==> src/eiq_map.svh <==
// Operation
// - Packet waiting flag follows nonzero buffer count
// - Receive data stored sets activity flag
// - Finished transmit with status sets done flag
// - Transmit abandon by MAC sets abandon flag
// - Descriptor overrun sets unavailable flag
// - Receive FIFO overflow sets overflow flag
// - Reset or clear alias clears event flags
// - Good packet adds its descriptors to count
// - Count saturates at maximum on increment
// - Decrement at zero leaves count zero
// - Simultaneous increment and decrement keep count
// - Full count halts receive under flow control
// - No flow control: receive continues when full
// - Descriptor start address write zeroes count
// - Module off keeps buffer count
// - Module active while on or finishing
// - Transmit active only while on
// - Receive active only while on
// - Dropped accepted frame counts and sets overflow
// - Dropped counter clears on read, low lanes
// - Each flag gated by its enable bit
`ifndef EIQ_MAP_SVH
`define EIQ_MAP_SVH

// ****************************************
// Register offsets
// ****************************************
`define EIQ_OFF_FLAGS 8'h00
`define EIQ_OFF_CLR   8'h04
`define EIQ_OFF_SET   8'h08
`define EIQ_OFF_INV   8'h0c
`define EIQ_OFF_IEN   8'h10
`define EIQ_OFF_STAT  8'h14
`define EIQ_OFF_DROP  8'h18
`define EIQ_OFF_CTL   8'h1c
`define EIQ_OFF_RXST  8'h20

// ****************************************
// Fields
// ****************************************
`define EIQ_B_PEND    6
`define EIQ_B_RX_ACTIVITY_FLAG   5
`define EIQ_B_TX_COMPLETE_FLAG  3
`define EIQ_B_TXABN   2
`define EIQ_B_BUFNA   1
`define EIQ_B_OVF     0
`define EIQ_FLAG_MASK 8'h2f
`define EIQ_IEN_MASK  8'h6f
`define EIQ_CTL_ON    15
`define EIQ_CTL_FLOW  4
`define EIQ_CTL_DEC   0
`define EIQ_ST_MOD    7
`define EIQ_ST_TX     6
`define EIQ_ST_RX     5

// ****************************************
// Reset values and limits
// ****************************************
`define EIQ_RST_8     8'h00
`define EIQ_RST_16    16'h0000
`define EIQ_RST_32    32'h0000_0000
`define EIQ_CNT_MAX   8'hff

`endif

==> src/eiq_pkg.sv <==
package eiq_pkg;

   // ****************************************
   // Register port request
   // ****************************************
   typedef struct packed {
      logic [7:0]  addr;
      logic [31:0] wdata;
      logic [3:0]  be;
      logic        wr;
      logic        rd;
   } eiq_bus_req_t;

   // ****************************************
   // Events and levels from the controller
   // ****************************************
   typedef struct packed {
      logic rx_data_stored;
      logic tx_done;
      logic tx_abandon;
      logic rx_desc_overrun;
      logic rx_fifo_overflow;
      logic rx_frame_dropped;
      logic rx_pkt_done;
      logic txn_pending;
      logic tx_busy;
      logic rx_busy;
   } eiq_evt_t;

endpackage

==> src/eiq_top.sv <==
`timescale 1ns/1ps
`include "eiq_map.svh"

module eiq_top (
   // Clock and reset
   input  wire logic                  clock,
   input  wire logic                  rst_n,
   // Register port
   input  wire eiq_pkg::eiq_bus_req_t bus_req,
   output logic [31:0]                bus_rdata,
   // Controller events
   input  wire eiq_pkg::eiq_evt_t     evt,
   input  wire logic [7:0]            rx_desc_used,
   // Status outputs
   output logic                       irq,
   output logic                       rx_halt,
   output logic                       module_on
);
   import eiq_pkg::*;

   // ****************************************
   // Address decode
   // ****************************************
   function automatic logic hit(input logic [7:0] a, input logic [7:0] off);
      return a == off;
   endfunction

   logic       wr_flags;
   logic       wr_clr;
   logic       wr_set;
   logic       wr_inv;
   logic       wr_ien;
   logic       wr_stat;
   logic       wr_ctl;
   logic       wr_rxst;
   logic       wr_drop;
   logic       rd_drop_clr;
   logic       dec;
   logic       inc;
   logic [7:0] wmask;

   assign wr_flags = bus_req.wr & hit(bus_req.addr, `EIQ_OFF_FLAGS);
   assign wr_clr   = bus_req.wr & hit(bus_req.addr, `EIQ_OFF_CLR);
   assign wr_set   = bus_req.wr & hit(bus_req.addr, `EIQ_OFF_SET);
   assign wr_inv   = bus_req.wr & hit(bus_req.addr, `EIQ_OFF_INV);
   assign wr_ien   = bus_req.wr & hit(bus_req.addr, `EIQ_OFF_IEN);
   assign wr_stat  = bus_req.wr & hit(bus_req.addr, `EIQ_OFF_STAT);
   assign wr_ctl   = bus_req.wr & hit(bus_req.addr, `EIQ_OFF_CTL);
   assign wr_rxst  = bus_req.wr & hit(bus_req.addr, `EIQ_OFF_RXST);
   assign wr_drop  = bus_req.wr & hit(bus_req.addr, `EIQ_OFF_DROP);
   // Reads with both low lanes off leave the counter alone
   assign rd_drop_clr = bus_req.rd & hit(bus_req.addr, `EIQ_OFF_DROP)
                      & (|bus_req.be[1:0]);
   assign dec   = wr_ctl & bus_req.wdata[`EIQ_CTL_DEC];
   assign inc   = evt.rx_pkt_done;
   assign wmask = bus_req.wdata[7:0] & `EIQ_FLAG_MASK;

   // ****************************************
   // Control and enables
   // ****************************************
   logic        ctl_flow;
   logic [7:0]  ien;
   logic [31:0] rxst;

   always_ff @(posedge clock or negedge rst_n) begin
      if (!rst_n) begin
         module_on <= 1'b0;
         ctl_flow  <= 1'b0;
      end else if (wr_ctl) begin
         module_on <= bus_req.wdata[`EIQ_CTL_ON];
         ctl_flow  <= bus_req.wdata[`EIQ_CTL_FLOW];
      end
   end

   always_ff @(posedge clock or negedge rst_n) begin
      if (!rst_n) begin
         ien <= `EIQ_RST_8;
      end else if (wr_ien) begin
         ien <= bus_req.wdata[7:0] & `EIQ_IEN_MASK;
      end
   end

   always_ff @(posedge clock or negedge rst_n) begin
      if (!rst_n) begin
         rxst <= `EIQ_RST_32;
      end else if (wr_rxst) begin
         rxst <= bus_req.wdata;
      end
   end

   // ****************************************
   // Event flags
   // ****************************************
   logic [7:0] flags;
   logic [7:0] next_flags;
   logic [7:0] set_evt;
   logic [7:0] shown;

   always_comb begin
      set_evt = `EIQ_RST_8;
      set_evt[`EIQ_B_RX_ACTIVITY_FLAG]  = evt.rx_data_stored;
      set_evt[`EIQ_B_TX_COMPLETE_FLAG] = evt.tx_done;
      set_evt[`EIQ_B_TXABN]  = evt.tx_abandon;
      set_evt[`EIQ_B_BUFNA]  = evt.rx_desc_overrun;
      set_evt[`EIQ_B_OVF]    = evt.rx_fifo_overflow | evt.rx_frame_dropped;
   end

   // Hardware events are OR-ed last so that a set wins over a clear
   always_comb begin
      next_flags = flags;
      if (wr_flags) begin
         next_flags = wmask;
      end
      if (wr_clr) begin
         next_flags = flags & ~wmask;
      end
      if (wr_set) begin
         next_flags = flags | wmask;
      end
      if (wr_inv) begin
         next_flags = flags ^ wmask;
      end
      next_flags = next_flags | set_evt;
   end

   always_ff @(posedge clock or negedge rst_n) begin
      if (!rst_n) begin
         flags <= `EIQ_RST_8;
      end else begin
         flags <= next_flags;
      end
   end

   // ****************************************
   // Received buffer count
   // ****************************************
   logic [7:0] cnt;
   logic [7:0] next_cnt;
   logic [8:0] sum;

   assign sum = {1'b0, cnt} + {1'b0, rx_desc_used};

   // Module off does not touch the count; software may still drain it
   always_comb begin
      next_cnt = cnt;
      if (inc && dec) begin
         next_cnt = cnt;
      end else if (inc) begin
         next_cnt = sum[8] ? `EIQ_CNT_MAX : sum[7:0];
      end else if (dec && cnt != `EIQ_RST_8) begin
         next_cnt = cnt - 8'h01;
      end
      if (wr_stat) begin
         next_cnt = bus_req.wdata[23:16];
      end
      if (wr_rxst) begin
         next_cnt = `EIQ_RST_8;
      end
   end

   always_ff @(posedge clock or negedge rst_n) begin
      if (!rst_n) begin
         cnt <= `EIQ_RST_8;
      end else begin
         cnt <= next_cnt;
      end
   end

   // Stall lasts only while flow control is on and the count is full
   assign rx_halt = ctl_flow & (cnt == `EIQ_CNT_MAX);

   // ****************************************
   // Dropped frame counter
   // ****************************************
   logic [15:0] drop;

   always_ff @(posedge clock or negedge rst_n) begin
      if (!rst_n) begin
         drop <= `EIQ_RST_16;
      end else if (rd_drop_clr) begin
         drop <= {15'h0000, evt.rx_frame_dropped};
      end else if (wr_drop) begin
         drop <= bus_req.wdata[15:0];
      end else if (evt.rx_frame_dropped) begin
         drop <= drop + 16'h0001;
      end
   end

   // ****************************************
   // Status and interrupt
   // ****************************************
   logic [7:0] stat;

   always_comb begin
      shown = flags;
      shown[`EIQ_B_PEND] = (cnt != `EIQ_RST_8);
      stat = `EIQ_RST_8;
      stat[`EIQ_ST_MOD] = module_on | evt.txn_pending;
      stat[`EIQ_ST_TX]  = module_on & evt.tx_busy;
      stat[`EIQ_ST_RX]  = module_on & evt.rx_busy;
   end

   always_ff @(posedge clock or negedge rst_n) begin
      if (!rst_n) begin
         irq <= 1'b0;
      end else begin
         irq <= |(shown & ien);
      end
   end

   // ****************************************
   // Read data
   // ****************************************
   always_ff @(posedge clock or negedge rst_n) begin
      if (!rst_n) begin
         bus_rdata <= `EIQ_RST_32;
      end else if (bus_req.rd) begin
         unique case (bus_req.addr)
            `EIQ_OFF_FLAGS: bus_rdata <= {24'h000000, shown};
            `EIQ_OFF_IEN:   bus_rdata <= {24'h000000, ien};
            `EIQ_OFF_STAT:  bus_rdata <= {8'h00, cnt, 8'h00, stat};
            `EIQ_OFF_DROP:  bus_rdata <= {16'h0000, drop};
            `EIQ_OFF_CTL:   bus_rdata <= {16'h0000, module_on, 10'h000, ctl_flow, 4'h0};
            `EIQ_OFF_RXST:  bus_rdata <= rxst;
            default:        bus_rdata <= `EIQ_RST_32;
         endcase
      end else begin
         bus_rdata <= `EIQ_RST_32;
      end
   end
endmodule

==> config.mk <==
export PLATFORM = sky130hd
export DESIGN_NAME = eiq_top
export DESIGN_NICKNAME = d
export VERILOG_FILES = /design/src/eiq_pkg.sv /design/src/eiq_top.sv
export VERILOG_INCLUDE_DIRS = /design/src /design/src/src
export SDC_FILE = /design/constraint.sdc
export NUM_CORES = 1
export LEC_CHECK = 0
export BUFFER_PORTS_ARGS = -buffer_cell sky130_fd_sc_hd__buf_2
export CAP_MARGIN = 20
export CELL_PAD_IN_SITES_DETAIL_PLACEMENT = 1
export CELL_PAD_IN_SITES_GLOBAL_PLACEMENT = 1
export CORE_MARGIN = 4
export CORE_UTILIZATION = 30
export CTS_BUF_LIST = sky130_fd_sc_hd__clkbuf_8
export DETAILED_ROUTE_END_ITERATION = 16
export HOLD_SLACK_MARGIN = 0.02
export PLACE_DENSITY_LB_ADDON = 0.1
export SYNTH_ARGS = -nofsm -noshare
export SYNTH_HDL_FRONTEND = slang
export SYNTH_SLANG_ARGS = --single-unit
==> constraint.sdc <==
create_clock -name clock -period 2.8 [get_ports clock]
set_clock_uncertainty 0.1 [all_clocks]
set_input_delay 0.14 -clock clock [delete_from_list [all_inputs] [get_ports clock]]
set_output_delay 0.14 -clock clock [all_outputs]
set_load 0.02 [all_outputs]
==> run_results.csv, run 1 <==
group,metric,value,unit
cts,insertion_delay,0.39,ns
sta,maxSlewViolCount,0,
drt,vias,4532,
sta,worstMarginPinSlew,0.741,ns
synthesis,yosysWarnings,0,
drt,drt-total-wl,16400,um
synthesis,synthDistinctLibCells,59,
pwr,p_total,3.69,mW
synthesis,synth_top_area_cell,"dfrtp_1",
drt,routedWlPerCell,18.4,um
cts,cts_root_buffer,"clkbuf_8",
synthesis,synthCells,519,
sta,rsz0062_at_grt,"false",
pwr,p_switching,1.21,mW
sta,clock.fmax,0.389,GHz
drt,drtPass1Iterations,4,
pwr,p_sw_share,32.7,%
cts,ctsResizeCount,0,
layout,final_cell_area,6860,um^2
grt,grt_pass1_vias,4889,
synthesis,ys_seq_area_share,47.3,%
pwr,power.density,538,nW/um^2
worst_setup_path,crit_type,"flop to flop",
worst_setup_path,crit_required,2.99,ns
worst_setup_path,cp-start-kind,"flop",
drt,vias_per_cell,5.09,
floorplanning,die_y,142,um
cts,cts_tree,"done",
layout,drive_gt1_share,26.1,%
synthesis,synthTopCellsByArea,"dfrtp_1, mux2_2, ha_1",
cts,numCtsBuffers,9,
pwr,combPwrFrac,24.6,%
cts,ctsLongestPathBuffers,2,
worst_setup_path,worstSetupEndpointType,"flop",
synthesis,syn_nets,608,
worst_setup_path,worstPathArrival,2.76,ns
synthesis,yosysMostFrequentCell,"dfrtp_1",
grt,grt_max_degree,57,
drt,drc,0,
outcome,status,"finished, final reports clean",
placement,place.gp.congestion,0.782,
synthesis,synth_common_cells,"dfrtp_1, o21ai_0, nand2_1",
pwr,clkPwrFrac,27.6,%
grt,grt_pass1_wl,26400,um
pwr,ir_drop,0.000325,V
grt,antenna_found_initial,0,
grt,grt_overflow_total,0,
layout,nFillCells,1985,
sta,setup_tns,0,ns
synthesis,async_reset_ff_share,100,%
synthesis,ys_seq_elements,102,
floorplanning,rows,48,
synthesis,ys.flop_type,"dfrtp_1",
floorplanning,io_pins,101,
synthesis,synth_top_area_share,47.3,%
cts,cts_htree_levels,3,
pwr,intPower,2.48,mW
synthesis,syn_area,5400,um^2
sta,hold_viol,0,
drt,ant_nets,0,
cts,clk_pin_slew_worst_paths,0.11,ns
floorplanning,core_area,17500,um^2
placement,dp_hpwl,12200,um
worst_setup_path,crit_fanout,5,
layout,area_delta_synth_final,27.1,%
drt,drtIter0Drc,158,
grt,globalRouteTotalUtil,16.6,%
sta,finalSetupViolCount,0,
pwr,leakagePower,3.32,nW
floorplanning,die_w,142,um
synthesis,synth_edf_count,0,
layout,diodes,0,
cts,cts.sinks,102,
sta,post-route-min-period,2.57,ns
sta,max_slew_margin,50.6,%
synthesis,syn_area_per_cell,10.4,um^2
placement,io_buffers,98,
flow_run,drv_cap,0,
floorplanning,dieArea,20200,um^2
floorplanning,initial_core_util,30.9,%
sta,period_share,91.9,%
pwr,p_seq_share,47.8,%
layout,final_nets,750,
placement,dpl_cell_area,6220,um^2
hold_path,hold_class,"primary input to flop",
==> logic make-up after synthesis <==
| family | share of synthesized area (%) |
|---|---|
| mux | 8.72 |
| xor+xnor | 3.25 |
| simple gates | 14.1 |
| flops | 47.3 |
| compound gates | 17.6 |
| buf+inv | 3.55 |
| fa+ha+maj | 5.47 |
==> power groups by stage <==
stage	Sequential (mW)	Combinational, mW	Clock (mW)
3_5_place_dp	1.80	0.869	0
3_3_place_gp	1.79	0.847	0
2_1_floorplan	1.74	0.589	0
4_1_cts	1.77	0.923	1.06
6_report	1.76	0.908	1.02
5_1_grt	1.79	1.03	1.12
==> flip-flops by register name, summed over array words and instances, names as in the netlist <==
signal and count:
bus_rdata 32, rxst 32, drop 16, cnt 8
ien 6, flags 5, ctl_flow 1, irq 1
module_on 1
==> metrics by stage <==
stage | hold WS [ns] | setup slack [ns] | std cells | util (%)
6_report | 0.0577 | 0.227 | 891 | 39.2
5_1_grt | 0.0417 | 0.0662 | 891 | 39.2
4_1_cts | 0.0229 | 0.221 | 891 | 39.2
3_5_place_dp | 0.158 | 0.239 | 833 | 35.6
3_3_place_gp | 0.153 | 0.287 | 833 | 35.6
2_1_floorplan | -0.256 | 0.472 | 519 | -
==> critical path: stages (launching register included) <==
cell and delay [ns]:
dfrtp_1 0.41, ha_1 0.23, fa_1 0.43, a211oi_1 0.38, o21a_1 0.20, o21ai_0 0.22, a211o_1 0.30, a32o_1 0.21
==> area by class of cell <==
type / count / area, um^2 / area share (%)
clock buffers: 10 / 138 / 2.01
repair buffers: 159 / 1080 / 15.8
flip-flops and latches: 102 / 2550 / 37.2
clock inverters: 6 / 76.3 / 1.11
inverters: 19 / 71.3 / 1.04
well taps: 225 / 282 / 4.11
multi-input cells: 370 / 2660 / 38.7
==> worst paths after layout <==
| check | start | endpoint | slack (ns) | depth (start not counted) |
|---|---|---|---|---|
| setup / recovery | cnt[0]$_DFFE_PN0P_ | cnt[7]$_DFFE_PN0P_ | 0.23 | 7 |
| hold / removal | bus_req[0] | bus_rdata[6]$_DFF_PN0_ | 0.06 | 3 |
| setup reg to reg | cnt[0]$_DFFE_PN0P_ | cnt[7]$_DFFE_PN0P_ | 0.23 | 7 |
| hold reg to reg | rxst[31]$_DFFE_PN0P_ | bus_rdata[31]$_DFF_PN0_ | 0.38 | 1 |
| max in group asynchronous | rst_n | drop[7]$_DFFE_PN0P_ | 1.61 | 3 |
| min in group asynchronous | rst_n | bus_rdata[27]$_DFF_PN0_ | 0.25 | 2 |
==> per-layer routing <==
| layer | wire [um] | share of wire [%] | vias to the layer above | track usage, % |
|---|---|---|---|---|
| met5 | 0 | 0 | - | 0 |
| met4 | 121 | 0.74 | 0 | 2.68 |
| met1 | 7530 | 46 | 2252 | 21.8 |
| met3 | 659 | 4.0 | 10 | 3.56 |
| met2 | 8040 | 49 | 90 | 28.6 |
| li1 | - | - | 2180 | - |
==> cells in the final DEF (no fill, tap or decap), types with 13 or more instances in the layout <==
master	instances
a211oi_1	20
a21oi_1	14
a22o_1	16
buf_2	97
buf_4	18
dfrtp_1	102
dlygate4sd3_1	42
ha_1	22
inv_1	19
mux2_2	32
nand2_1	39
nand3_1	17
nor2_1	28
o21ai_0	41
xor2_1	13
==> timing repair <==
item / in CTS / in global routing
endpoints found under the hold margin: 111 / 0
buffers inserted: 0 / 0
hold buffers: 42 / 0
Note: power is estimated with default switching activity, not from simulation.
==> run 2: changes to the inputs <==
- GPL_TIMING_DRIVEN: not set -> 0
- clock period: 2.8 -> 2.14 ns (I/O delays scaled with it)
==> run 2 against run 1 <==
The run now ends with setup timing left. Largest cell class unchanged. Final cell count grew 2.0%. Largest power group unchanged. Via count grew 3.3%. Wire length grew 3.8%. Critical path type unchanged.
==> run_results.csv, run 2 (synthesized netlist as in run 1, its figures left out) <==
group,metric,value,unit
pwr,leakagePower,3.33,nW
sta,setup_ws,-0.0928,ns
worst_setup_path,crit_required,2.31,ns
worst_setup_path,crit_type,"flop to flop",
grt,antenna_found_initial,0,
layout,top_regs,"bus_rdata x32, rxst x32, drop x16",
placement,place.gp.congestion,0.805,
placement,dpl_cell_area,6210,um^2
worst_setup_path,crit_fanout,5,
floorplanning,core_area,17500,um^2
pwr,power.density,690,nW/um^2
sta,post-route-min-period,2.23,ns
drt,vias,4682,
worst_setup_path,cp_top_family,"compound AO/OA/AOI/OAI gates",
flow_run,drv_cap,0,
placement,dp_hpwl,12700,um
pwr,ir_drop,0.000284,V
grt,globalRouteTotalUtil,17.0,%
drt,drtPass1Iterations,4,
hold_path,hold_depth,3,
layout,final_nets,769,
sta,maxSlewViolCount,0,
hold_path,hold_class,"primary input to flop",
sta,worstMarginPinSlew,0.846,ns
floorplanning,die_w,142,um
worst_setup_path,cp.buffers_inverters,0,
sta,rsz0062_at_grt,"true",
drt,routedWlPerCell,18.7,um
drt,vias_per_cell,5.15,
drt,drc,0,
outcome,status,"finished, violations left",
hold_path,hp-start,"evt[2]",
pwr,intPower,3.23,mW
layout,final_common_cell,"buf_2",
floorplanning,io_pins,101,
worst_setup_path,cp.depth,7,
grt,grt_pass1_wl,26800,um
worst_setup_path,timing.rr.start,"cnt[0]$_DFFE_PN0P_",
sta,max_slew_margin,43.2,%
worst_setup_path,worst-r2r-cell-count,7,
pwr,p_switching,1.59,mW
cts,numCtsBuffers,9,
placement,io_buffers,96,
drt,drtIter0Drc,177,
worst_setup_path,worstPathArrival,2.41,ns
cts,insertion_delay,0.38,ns
worst_setup_path,worstSetupEndpointType,"flop",
sta,setup_tns,-0.461,ns
worst_setup_path,crit_chain,"ha_4 > fa_2 > a211oi_4 > o21a_1 > o21ai_4 > a211o_1 > a32o_1",
layout,diodes,0,
layout,area_delta_synth_final,29.4,%
drt,ant_nets,0,
layout,final_cell_area,6980,um^2
floorplanning,dieArea,20200,um^2
grt,grt_overflow_total,0,
floorplanning,die_y,142,um
worst_setup_path,worstSetupStartpoint,"cnt[0]$_DFFE_PN0P_",
floorplanning,rows,48,
outcome,violations,"setup timing",
layout,drive_gt1_share,28.1,%
drt,drt-total-wl,17000,um
pwr,combPwrFrac,28.6,%
sta,finalHoldWorstSlack,0.0288,ns
cts,cts_htree_levels,3,
cts,cts_tree,"done",
sta,period_share,104,%
floorplanning,initial_core_util,30.9,%
layout,final_cell_mix,"buf_2, dfrtp_1, dlygate4sd3_1, nand2_1, o21ai_0",
sta,finalSetupViolCount,8,
worst_setup_path,crit_path_top_delay_cell,"dfrtp_2",
grt,grt_max_degree,62,
worst_setup_path,cpPeakStageDelay,0.44,ns
pwr,p_seq_share,47.8,%
grt,grt_pass1_vias,4888,
sta,hold_viol,0,
cts,cts.sinks,102,
worst_setup_path,cp-start-kind,"flop",
cts,cts_root_buffer,"clkbuf_8",
cts,ctsLongestPathBuffers,2,
cts,clk_pin_slew_worst_paths,0.10,ns
sta,clock.fmax,0.448,GHz
pwr,p_sw_share,32.9,%
pwr,clkPwrFrac,23.7,%
[run 2: changes by cell type in the layout (fill, tap and decap cells not counted), sizes merged]
cell      change
clkinv        +3
clkbuf       +20
clkinvlp      -1
inv           -3
bufinv        -1
[run 2: cell type report]
type	instances	area, um^2
Multi-Input combinational cell	370	2750
Buffer	28	124
Timing Repair Buffer	150	1030
Fill cell	2005	10500
Clock inverter	4	22.5
Sequential cell	102	2560
Inverter	19	71.3
Clock buffer	11	151
Tap cell	225	282
[run 2: repair_timing]
action | in CTS | in global routing
endpoints found under the hold margin | 122 | 0
setup endpoints to repair | 13 | 19
pin swaps | 5 | 5
resized for setup | 16 | 14
setup buffers | 3 | 8
hold buffers | 42 | 0
[run 2: per-stage QoR]
stage	power, mW	util (%)	setup slack [ns]	instances
5_1_grt	5.15	40.0	-0.175	909
3_3_place_gp	3.45	35.4	-0.385	840
2_1_floorplan	3.07	-	0.00892	519
4_1_cts	4.79	39.3	-0.104	901
6_report	4.82	40.0	-0.0928	909
3_5_place_dp	3.48	35.5	-0.405	841
[run 2: worst register-to-register path, stage by stage, from the launching register on]
cell	delay (ns)
dfrtp_2	0.44
ha_4	0.17
fa_2	0.38
a211oi_4	0.27
o21a_1	0.23
o21ai_4	0.10
a211o_1	0.25
a32o_1	0.21
[run 2: power groups by stage]
stage | Clock [mW] | Sequential, mW | Combinational [mW]
2_1_floorplan | 0 | 2.28 | 0.789
3_3_place_gp | 0 | 2.35 | 1.10
3_5_place_dp | 0 | 2.35 | 1.13
4_1_cts | 1.20 | 2.31 | 1.27
5_1_grt | 1.29 | 2.33 | 1.53
6_report | 1.14 | 2.30 | 1.38
[run 2: worst paths after layout]
path / end / slack, ns
min in group asynchronous: bus_rdata[30]$_DFF_PN0_ / 0.28
worst min register to register: bus_rdata[26]$_DFF_PN0_ / 0.38
max in group asynchronous: ien[6]$_DFFE_PN0P_ / 0.95
worst min-delay path: bus_rdata[7]$_DFF_PN0_ / 0.03
worst max-delay path: cnt[7]$_DFFE_PN0P_ / -0.09
worst max register to register: cnt[7]$_DFFE_PN0P_ / -0.09
[run 2: metal layers]
metal | global-route usage (%) | vias up | routed length [um]
met1 | 22.8 | 2364 | 7890
met3 | 3.23 | 10 | 681
met5 | 0 | - | 0
li1 | - | 2220 | -
met2 | 28.8 | 88 | 8260
met4 | 3.18 | 0 | 153
==> run 3: changes to the inputs <==
- clock period: 2.14 -> 2.4 ns (I/O delays scaled with it)
==> run 3 against run 2 <==
The flow now finishes without violations. Design area down 1.4%. Register-to-register slack better by 0.20 ns. Final cell count down 0.77%. Worst hold slack better by 0.023 ns. Flip-flop and latch count unchanged. Critical endpoint unchanged. Largest cell class unchanged.
==> run_results.csv, run 3 (synthesized netlist as in run 1, its figures left out) <==
group,metric,value,unit
worst_setup_path,timing.rr.start,"cnt[4]$_DFFE_PN0P_",
layout,final_common_cell,"buf_2",
sta,period_share,95.3,%
flow_run,drv_cap,0,
worst_setup_path,crit_type,"flop to flop",
drt,drtIter0Drc,156,
layout,drive_gt1_share,26.4,%
floorplanning,initial_core_util,30.9,%
layout,fin_cells,902,
grt,antenna_found_initial,0,
grt,grt_pass1_wl,27500,um
cts,insertion_delay,0.38,ns
worst_setup_path,r2r_end,"cnt[7]$_DFFE_PN0P_",
layout,final_nets,761,
sta,maxSlewViolCount,0,
worst_setup_path,crit_path_top_delay_cell,"dfrtp_1",
sta,worstMarginPinSlew,0.834,ns
grt,globalRouteTotalUtil,17.4,%
floorplanning,dieArea,20200,um^2
sta,rsz0062_at_grt,"false",
placement,dp_hpwl,12800,um
cts,cts_root_buffer,"clkbuf_8",
layout,final_cell_mix,"buf_2, dfrtp_1, dlygate4sd3_1, nand2_1, o21ai_0",
worst_setup_path,reg2reg_slack,0.11,ns
outcome,status,"finished, final reports clean",
worst_setup_path,cp-start-kind,"flop",
worst_setup_path,worst-r2r-cell-count,7,
cts,cts.sinks,102,
layout,area_delta_synth_final,27.6,%
floorplanning,core_area,17500,um^2
cts,cts_tree,"done",
pwr,p_total,4.26,mW
sta,max_slew_margin,44.4,%
grt,use_met1,23.5,%
floorplanning,io_pins,101,
worst_setup_path,cp.buffers_inverters,1,
grt,grt_pass1_vias,5006,
placement,dp.cells,841,
placement,io_buffers,96,
hold_path,hp-start,"bus_req[0]",
drt,drt-total-wl,17000,um
hold_path,hold_class,"primary input to flop",
worst_setup_path,cp_top_family,"compound AO/OA/AOI/OAI gates",
grt,grt_overflow_total,0,
grt,met3_usage,3.80,%
worst_setup_path,crit_fanout,3,
sta,finalSetupViolCount,0,
hold_path,hold_depth,3,
floorplanning,rows,48,
pwr,power.density,619,nW/um^2
pwr,ir_drop,0.000271,V
grt,grt_max_degree,58,
worst_setup_path,worstSetupEndpointType,"flop",
sta,post-route-min-period,2.29,ns
hold_path,whs_endpoint,"bus_rdata[6]$_DFF_PN0_",
worst_setup_path,crit_chain,"buf_4 > ha_1 > or2_2 > a21o_1 > a31o_2 > a211o_1 > a32o_1",
floorplanning,die_y,142,um
worst_setup_path,cpPeakStageDelay,0.40,ns
worst_setup_path,worstSetupStartpoint,"cnt[4]$_DFFE_PN0P_",
layout,nFillCells,2006,
cts,numCtsBuffers,9,
drt,drc,0,
floorplanning,die_w,142,um
drt,vias,4591,
sta,clock.fmax,0.437,GHz
layout,diodes,0,
cts,clk_pin_slew_worst_paths,0.11,ns
cts,cts_htree_levels,3,
drt,vias_per_cell,5.09,
drt,routedWlPerCell,18.9,um
placement,place.gp.congestion,0.788,
sta,hold_viol,0,
pwr,leakagePower,3.30,nW
layout,top_regs,"bus_rdata x32, rxst x32, drop x16",
worst_setup_path,crit_required,2.59,ns
grt,grt_util_met2,28.7,%
grt,top_usage_layer,"met2",
drt,drtPass1Iterations,4,
drt,ant_nets,0,
cts,ctsLongestPathBuffers,2,
worst_setup_path,worstPathArrival,2.48,ns
## run 3: changes by cell type in the layout (fill, tap and decap cells not counted), sizes merged
cell	change
clkinv	-1
buf	-8
clkbuf	-2
inv	+4
## run 3: cell type report
class	instances	area [um^2]	area share, %
Multi-Input combinational cell	370	2720	39.6
Sequential cell	102	2560	37.2
Timing Repair Buffer	142	953	13.9
Tap cell	225	282	4.09
Clock buffer	9	124	1.80
Buffer	28	124	1.80
Inverter	19	71.3	1.04
Clock inverter	7	47.5	0.691
## run 3: through the flow
stage	TNS (ns)	cell area [um^2]	hold WS (ns)	utilization (%)	setup slack, ns
finish	0	6880	0.0520	39.4	0.112
global route	0	6880	0.0530	39.4	0.00522
CTS	-0.0219	6800	0.0234	38.9	-0.0144
detailed placement	-3.27	6190	0.155	35.4	-0.374
global placement	-18.16	6160	0.217	35.2	-0.338
floorplan	0	5400	-0.276	-	0.0721
## run 3: worst min-delay path: stages
cell     delay [ns]
buf_2          0.13
inv_1          0.14
a31oi_1        0.10
## run 3: timing repair
action | CTS | global route
endpoints found under the setup margin | 9 | 13
setup buffers | 1 | 2
hold buffers | 42 | 0
pin swaps | 1 | 7
hold endpoints to repair | 116 | 0
resized for setup | 5 | 20
## run 3: worst max-delay path by stage
stage | to | cells after the start
floorplan | cnt[7]$_DFFE_PN0P_ | 7
global placement | cnt[7]$_DFFE_PN0P_ | 7
detailed placement | cnt[7]$_DFFE_PN0P_ | 7
CTS | bus_rdata[6]$_DFF_PN0_ | 6
global route | cnt[7]$_DFFE_PN0P_ | 7
finish | cnt[7]$_DFFE_PN0P_ | 7
## run 3: metal layers
layer | up-vias | wire, um
met4 | 0 | 221
met5 | - | 0
met3 | 15 | 773
met2 | 96 | 8190
met1 | 2280 | 7860
li1 | 2200 | -
## run 3: report_power, final
group          internal (mW)  switching (mW)
logic                  0.540           0.614
clock network          0.382           0.656
registers               1.87           0.197
